<file path="config.mk">
export PLATFORM = sky130hd
export DESIGN_NAME = cdio_port
export DESIGN_NICKNAME = d
export VERILOG_FILES = /design/src/rtl/cdio_pkg.sv /design/src/rtl/cdio_port.sv
export SDC_FILE = /design/constraint.sdc
export NUM_CORES = 1
export LEC_CHECK = 0
export ABC_CLOCK_PERIOD_IN_PS = 7350
export BUFFER_PORTS_ARGS = -buffer_cell sky130_fd_sc_hd__buf_4
export CAP_MARGIN = 20
export CORE_ASPECT_RATIO = 0.6
export CORE_MARGIN = 4
export CORE_UTILIZATION = 56
export DETAILED_ROUTE_END_ITERATION = 8
export GPL_TIMING_DRIVEN = 1
export PLACE_DENSITY_LB_ADDON = 0.12
export SLEW_MARGIN = 30
export SYNTH_ARGS = -nofsm -noshare
export SYNTH_HDL_FRONTEND = slang
export SYNTH_SLANG_ARGS = --single-unit
</file>
<file path="constraint.sdc">
create_clock -name clk -period 7.35 [get_ports clk]
set_input_delay 1.47 -clock clk [delete_from_list [all_inputs] [get_ports clk]]
set_output_delay 1.47 -clock clk [all_outputs]
set_load 0.05 [all_outputs]
</file>
<file path="src/rtl/cdio_pkg.sv">
// package for the command driven digital i/o port
// assumes one 10 MHz clock; commands arrive already decoded from an interpreter
package cdio_pkg;
   localparam int unsigned CDIO_CLK_HZ = 10000000;
   localparam int unsigned CDIO_MS_PER_S = 1000;
   localparam int unsigned CDIO_CYC_PER_MS = CDIO_CLK_HZ / CDIO_MS_PER_S;
   localparam int unsigned CDIO_BASE_OUTS = 8;
   localparam int unsigned CDIO_EXTRA_OUTS = 8;
   localparam int unsigned CDIO_WORD_W = 16;
   localparam int unsigned CDIO_EXT_POINTS = 32;
   localparam int unsigned CDIO_GROUP_W = 8;
   localparam int unsigned CDIO_NGROUPS = CDIO_EXT_POINTS / CDIO_GROUP_W;
   localparam int unsigned CDIO_NINPUTS = 48;
   localparam int unsigned CDIO_EXT_FIRST = 17;
   localparam int unsigned CDIO_IDX_W = 6;
   localparam int unsigned CDIO_MS_W = 16;
   localparam logic [15:0] CDIO_OUT_RESET = 16'h0000;
   localparam logic [3:0] CDIO_DIR_RESET = 4'h0;

   typedef enum logic [2:0] {
      CDIO_SET_BIT,
      CDIO_CLEAR_BIT,
      CDIO_COND_OUT,
      CDIO_WORD_WRITE,
      CDIO_DIR_CONFIG,
      CDIO_BULK_READ,
      CDIO_WAIT_INPUT,
      CDIO_DELAY_WAIT
   } cdio_op_e;

   // one decoded command; index is signed for the wait-on-input level choice
   typedef struct packed {
      cdio_op_e op;
      logic signed [CDIO_IDX_W:0] index;
      logic [31:0] operand;
   } cdio_cmd_s;

   typedef struct packed {
      logic [CDIO_WORD_W-1:0] outputs;
      logic [CDIO_EXT_POINTS-1:0] ext_out;
      logic [CDIO_EXT_POINTS-1:0] ext_oe;
   } cdio_pins_s;
endpackage : cdio_pkg

</file>
<file path="src/rtl/cdio_port.sv">
// command driven digital i/o port: dedicated outputs, optional extra outputs,
// and 32 extended points configurable in groups of eight
// assumes inputs synchronous to clk and one command at a time under valid/ready
//
// What this block does
// - eight dedicated outputs plus 32 configurable points
// - larger variants add eight more outputs
// - set or clear one output, others unchanged
// - conditional output on when operand nonzero
// - word write loads sixteen outputs, bit0 output1
// - word bit one means on, zero off
// - word write replaces whole port, six gives 2,3
// - single input query returns level, index 1-48
// - bulk read returns all inputs together
// - wait stalls until input high, negated low
// - delay waits counted in milliseconds
// - direction chosen per group of eight, 17-48
`timescale 1ns/100ps
`default_nettype none
module cdio_port
   import cdio_pkg::*;
#(
   parameter bit HAS_EXTRA_OUTS = 1'b1,
   parameter int unsigned CYC_PER_MS = CDIO_CYC_PER_MS
)
(
   // clock and reset
   input wire logic clk,
   input wire logic rst_n,
   // command port
   input wire logic cmd_valid,
   output logic cmd_ready,
   input wire cdio_pkg::cdio_cmd_s cmd,
   // single input query
   input wire logic [CDIO_IDX_W-1:0] query_index,
   output logic query_level,
   // answers
   output logic done,
   output logic index_error,
   output logic [CDIO_NINPUTS-1:0] bulk_data,
   // field pins
   input wire logic [CDIO_NGROUPS*CDIO_GROUP_W+CDIO_EXT_FIRST-1-1:0] in_pins,
   output cdio_pkg::cdio_pins_s pins,
   output logic [CDIO_NGROUPS-1:0] group_is_output
);
   import cdio_pkg::*;

   initial
   begin
      if (CYC_PER_MS < 1)
         $error("CYC_PER_MS must be at least one");
   end

   localparam int unsigned NOUT = HAS_EXTRA_OUTS ? CDIO_WORD_W : CDIO_BASE_OUTS;
   localparam logic [CDIO_WORD_W-1:0] OUT_MASK = NOUT == CDIO_WORD_W ? 16'hFFFF : 16'h00FF;

   typedef enum logic [1:0] {ST_IDLE, ST_WAIT_IN, ST_DELAY} cdio_state_e;

   cdio_state_e state_q, state_d;
   logic [CDIO_WORD_W-1:0] out_q, out_d;
   logic [CDIO_EXT_POINTS-1:0] ext_q, ext_d;
   logic [CDIO_NGROUPS-1:0] dir_q, dir_d;
   logic [CDIO_NINPUTS-1:0] bulk_q, bulk_d;
   logic [CDIO_MS_W-1:0] ms_q, ms_d;
   logic [31:0] cyc_q, cyc_d;
   logic [CDIO_IDX_W-1:0] wait_idx_q, wait_idx_d;
   logic wait_level_q, wait_level_d;
   logic done_q, done_d;
   logic err_q, err_d;
   logic [CDIO_NINPUTS-1:0] in_view;

   // level of point n (1-based); 0 for out-of-range
   function automatic logic pick(input logic [CDIO_NINPUTS-1:0] v,
                                 input logic [CDIO_IDX_W-1:0] n);
      logic r;
      r = 1'b0;
      if (n >= 1 && n <= CDIO_NINPUTS)
         r = v[n-1];
      return r;
   endfunction : pick

   function automatic logic [CDIO_IDX_W-1:0] mag(input logic signed [CDIO_IDX_W:0] i);
      logic signed [CDIO_IDX_W:0] a;
      a = i < 0 ? -i : i;
      return a[CDIO_IDX_W-1:0];
   endfunction : mag

   // output points read back their driven value, input groups the pins
   always_comb
   begin
      in_view = {CDIO_NINPUTS{1'b0}};
      in_view[CDIO_EXT_FIRST-2:0] = in_pins[CDIO_EXT_FIRST-2:0];
      for (int g = 0; g < CDIO_NGROUPS; g++)
      begin
         for (int b = 0; b < CDIO_GROUP_W; b++)
         begin
            in_view[CDIO_EXT_FIRST-1+g*CDIO_GROUP_W+b] = dir_q[g] ?
               ext_q[g*CDIO_GROUP_W+b] : in_pins[CDIO_EXT_FIRST-1+g*CDIO_GROUP_W+b];
         end
      end
   end

   always_comb
   begin
      logic [CDIO_IDX_W-1:0] n;
      logic bit_ok;
      n = mag(cmd.index);
      bit_ok = (n >= 1) && (n <= NOUT);
      state_d = state_q;
      out_d = out_q;
      ext_d = ext_q;
      dir_d = dir_q;
      bulk_d = bulk_q;
      ms_d = ms_q;
      cyc_d = cyc_q;
      wait_idx_d = wait_idx_q;
      wait_level_d = wait_level_q;
      done_d = 1'b0;
      err_d = err_q;
      unique case (state_q)
         ST_IDLE:
         begin
            if (cmd_valid)
            begin
               err_d = 1'b0;
               unique case (cmd.op)
                  CDIO_SET_BIT, CDIO_CLEAR_BIT, CDIO_COND_OUT:
                  begin
                     done_d = 1'b1;
                     if (bit_ok)
                     begin
                        if (cmd.op == CDIO_SET_BIT)
                           out_d[n-1] = 1'b1;
                        else if (cmd.op == CDIO_CLEAR_BIT)
                           out_d[n-1] = 1'b0;
                        else
                           out_d[n-1] = cmd.operand != 32'h0000_0000;
                     end
                     else if (n >= CDIO_EXT_FIRST && n <= CDIO_NINPUTS
                              && dir_q[(n-CDIO_EXT_FIRST)/CDIO_GROUP_W])
                     begin
                        if (cmd.op == CDIO_SET_BIT)
                           ext_d[n-CDIO_EXT_FIRST] = 1'b1;
                        else if (cmd.op == CDIO_CLEAR_BIT)
                           ext_d[n-CDIO_EXT_FIRST] = 1'b0;
                        else
                           ext_d[n-CDIO_EXT_FIRST] = cmd.operand != 32'h0000_0000;
                     end
                     else
                        err_d = 1'b1;
                  end
                  CDIO_WORD_WRITE:
                  begin
                     // whole replace, no merge; unbuilt outputs stay off
                     out_d = cmd.operand[CDIO_WORD_W-1:0] & OUT_MASK;
                     done_d = 1'b1;
                  end
                  CDIO_DIR_CONFIG:
                  begin
                     dir_d = cmd.operand[CDIO_NGROUPS-1:0];
                     done_d = 1'b1;
                  end
                  CDIO_BULK_READ:
                  begin
                     bulk_d = in_view;
                     done_d = 1'b1;
                  end
                  CDIO_WAIT_INPUT:
                  begin
                     if (n >= 1 && n <= CDIO_NINPUTS)
                     begin
                        wait_idx_d = n;
                        wait_level_d = cmd.index > 0;
                        state_d = ST_WAIT_IN;
                     end
                     else
                     begin
                        err_d = 1'b1;
                        done_d = 1'b1;
                     end
                  end
                  CDIO_DELAY_WAIT:
                  begin
                     ms_d = cmd.operand[CDIO_MS_W-1:0];
                     cyc_d = 32'h0000_0000;
                     if (cmd.operand[CDIO_MS_W-1:0] == 16'h0000)
                        done_d = 1'b1;
                     else
                        state_d = ST_DELAY;
                  end
               endcase
            end
         end
         ST_WAIT_IN:
         begin
            if (pick(in_view, wait_idx_q) == wait_level_q)
            begin
               done_d = 1'b1;
               state_d = ST_IDLE;
            end
         end
         ST_DELAY:
         begin
            // cycle counter wraps each millisecond, then the ms count steps down
            if (cyc_q == 32'(CYC_PER_MS - 1))
            begin
               cyc_d = 32'h0000_0000;
               ms_d = ms_q - 16'h0001;
               if (ms_q == 16'h0001)
               begin
                  done_d = 1'b1;
                  state_d = ST_IDLE;
               end
            end
            else
               cyc_d = cyc_q + 32'h0000_0001;
         end
      endcase
   end

   always_ff @(posedge clk or negedge rst_n)
   begin
      if (!rst_n)
      begin
         state_q <= ST_IDLE;
         out_q <= CDIO_OUT_RESET;
         ext_q <= 32'h0000_0000;
         dir_q <= CDIO_DIR_RESET;
         bulk_q <= 48'h0000_0000_0000;
         ms_q <= 16'h0000;
         cyc_q <= 32'h0000_0000;
         wait_idx_q <= 6'h00;
         wait_level_q <= 1'b0;
         done_q <= 1'b0;
         err_q <= 1'b0;
      end
      else
      begin
         state_q <= state_d;
         out_q <= out_d;
         ext_q <= ext_d;
         dir_q <= dir_d;
         bulk_q <= bulk_d;
         ms_q <= ms_d;
         cyc_q <= cyc_d;
         wait_idx_q <= wait_idx_d;
         wait_level_q <= wait_level_d;
         done_q <= done_d;
         err_q <= err_d;
      end
   end

   always_comb
   begin
      pins.outputs = out_q;
      pins.ext_out = ext_q;
      for (int g = 0; g < CDIO_NGROUPS; g++)
         pins.ext_oe[g*CDIO_GROUP_W +: CDIO_GROUP_W] = {CDIO_GROUP_W{dir_q[g]}};
   end

   assign cmd_ready = state_q == ST_IDLE;
   // query is combinational so software sees the present level
   assign query_level = pick(in_view, query_index);
   assign done = done_q;
   assign index_error = err_q;
   assign bulk_data = bulk_q;
   assign group_is_output = dir_q;
endmodule : cdio_port
`default_nettype wire

</file>
==> results.cfg <==
[layout]
n_fill_cell = 1396
num_antenna_cells = 0
multi_input_area_sq_um = 5960
ff_latch_area_sq_um = 3980
fin_util_pct = 70.3
mostFrequentLayoutCell = buf_4
final_cell_mix = 243 x buf_4, 159 x dfrtp_1, 122 x nand2_1
area_growth_pct = 22.0
nNetsFinal = 1378
final_layout_size_suffix_gt1_share_pct = 29.1

[synthesis]
yosys_warnings = 0
synth_seq_area_share_pct = 37.9
async_flop_share_pct = 100
ys_seq_elements = 159
synth_area_sq_um = 10500
syn_nets = 1203
synthFlopType = dfrtp_1
synth_edf_count = 0
ys_types = 74
netlist_instances = 1089
avgSynthCellArea_sq_um = 9.65

[cts]
cts.sinks = 159
h-tree-depth = 4
cts.path.max_buffers = 2
root_buffer = clkbuf_16
tritoncts = built
cts_buffers = 17
ctsHoldBuffers = 0
postCtsSetupBuffers = 0
clk-insertion-delay-late_ns = 0.44
clk_pin_slew_ns = 0.07
ctsResizeCount = 0

[min_path]
hold_start = bulk_data[17]$_DFFE_PN0P_
hp-class = reg2reg
worstHoldPathCells = 2
min_to = bulk_data[17]$_DFFE_PN0P_

[routing]
vias = 9582
first_iter_violations = 932
antenna_left = 0
wl_per_cell_um = 20.6
post-route-drc-count = 0
dr.pass1.iters = 5
wl_mm = 31.3
via_per_inst = 6.32

[sta]
worst_pin_slew_ns = 0.978
max_freq_mhz = 165
hold_viol = 0
relSlewSlack_pct = 34.8
fin_setup_tns_ns = 0
fin_skew_ns = 0.0104
rsz0062_at_grt = false
period_share_pct = 82.5
drv_slew = 0
finalSetupViolCount = 0
min_period_ns = 6.06

[global_routing]
grt_first_pass_wirelength_mm = 49.3
grt_max_degree = 81
grt_pass1_vias = 8874
antenna_found_initial = 0
overflow = 0
grt_usage_pct = 29.6

[floorplan]
core_region_area_sq_um = 18300
start_util_pct = 57.6
dieWidth_um = 185
die_area_sq_um = 21100
rows = 38
die_h_um = 114
pin_count = 235

[critical_path]
endpoint_kind = output port
critPathMaxFanout = 17
reg2reg_depth = 11
crit_path_start_kind = primary input
r2r-end = state_q[1]$_DFFE_PN0P_
setup.worst_path.class = in2out
r2r_start = wait_idx_q[0]$_DFFE_PN0P_
cp.arrival_ns = 4.59
required_ns = 5.88
reg2reg_setup_slack_ns = 3.55

[place]
io_buffers = 234
gp_congestion = 0.898
dp_hpwl_mm = 23.2

[status]
status = completed

[flow_run]
drv_cap = 0

[power_and_ir_drop]
vdd_drop_max_mv = 0.273
total_leakage_power_nw = 5.68
p_per_area_nw_per_um2 = 417
==> area by class of cell <==
type,count,area share (%)
inverter,25,0.731
clock inverter,14,1.60
multi-input combinational,816,46.5
tap,240,2.34
timing repair buffer,245,14.4
clock buffer,18,3.42
sequential,159,31.0
==> layer usage <==
| layer | vias to the layer above | GRT usage, % | share of wire [%] |
|---|---|---|---|
| li1 | 4397 | - | - |
| met1 | 4669 | 45.4 | 46 |
| met2 | 480 | 41.8 | 42 |
| met3 | 36 | 8.79 | 11 |
| met4 | 0 | 6.40 | 1.3 |
| met5 | - | 0 | 0 |
==> registers in the layout (all words and copies together), names as in the netlist <==
signal	cells
group_is_output	4
ext_q	32
out_q	16
cyc_q	32
done	1
wait_level_q	1
bulk_data	48
state_q	2
ms_q	16
wait_idx_q	6
index_error	1
==> kinds of logic after synthesis <==
kind of cell	share of synthesized area (%)
and+or+nand+nor	17.2
AOI/OAI and AO/OA	16.3
DFF	37.9
muxes	18.0
buffers and inverters	5.55
xor gates and xnor gates	3.34
adders and majority gates	1.79
==> cell usage after synthesis, types with 6 or more instances <==
cell | number | area, sq um
mux2_2 | 35 | 394
buf_2 | 10 | 50.1
buf_4 | 36 | 270
xnor2_1 | 12 | 105
a21o_1 | 6 | 45.0
clkbuf_1 | 40 | 150
nor3b_1 | 13 | 97.6
ha_1 | 15 | 188
inv_1 | 24 | 90.1
mux4_2 | 40 | 901
nand2b_1 | 9 | 56.3
dfrtp_1 | 159 | 3980
a21oi_1 | 55 | 275
nor2_1 | 59 | 221
a32oi_1 | 8 | 70.1
nor4_1 | 17 | 106
nand2_1 | 122 | 458
or3_1 | 10 | 62.6
xor2_1 | 25 | 219
nand4_1 | 21 | 131
o21ai_0 | 102 | 510
nor3_1 | 26 | 130
nand3_1 | 23 | 115
o22ai_1 | 10 | 62.6
mux2i_1 | 57 | 571
o31ai_1 | 35 | 263
and2_1 | 7 | 43.8
and3_1 | 10 | 62.6
nand3b_1 | 8 | 60.1
==> metrics by stage <==
stage	cell area [sq um]	std cells	hold slack, ns	setup slack, ns	total power [W]
2_1_floorplan	10500	1089	0.468	0.887	0.00361
4_1_cts	12800	1517	0.488	1.26	0.00534
5_1_grt	12800	1517	0.514	1.07	0.00562
6_report	12800	1517	0.481	1.29	0.00535
3_5_place_dp	12200	1485	0.472	1.24	0.00436
3_3_place_gp	12200	1485	0.463	1.40	0.00431
==> critical path: stages <==
cell and delay (ns):
buf_4 0.30, inv_1 0.14, ha_1 0.82, mux4_2 0.59, mux4_2 0.49, mux2i_1 0.15
nor2b_1 0.08, a311oi_1 0.26, a21oi_1 0.08, buf_4 0.20
==> report_power, final <==
part	internal (W)	leakage, nW	switching [W]
combinational	0.00102	3.31	0.00199
clock	0.000585	0.313	0.000398
sequential	0.00114	2.06	0.000222
==> worst max-delay path by stage <==
stage              startpoint     endpoint  slack [ns]  cells after the start
5_1_grt        query_index[0]  query_level        1.07                     10
4_1_cts        query_index[0]  query_level        1.26                     10
2_1_floorplan  query_index[0]  query_level        0.89                     12
3_5_place_dp   query_index[0]  query_level        1.24                     10
3_3_place_gp   query_index[0]  query_level        1.40                     10
6_report       query_index[0]  query_level        1.29                     10
Power figures use the tool's default switching activity.
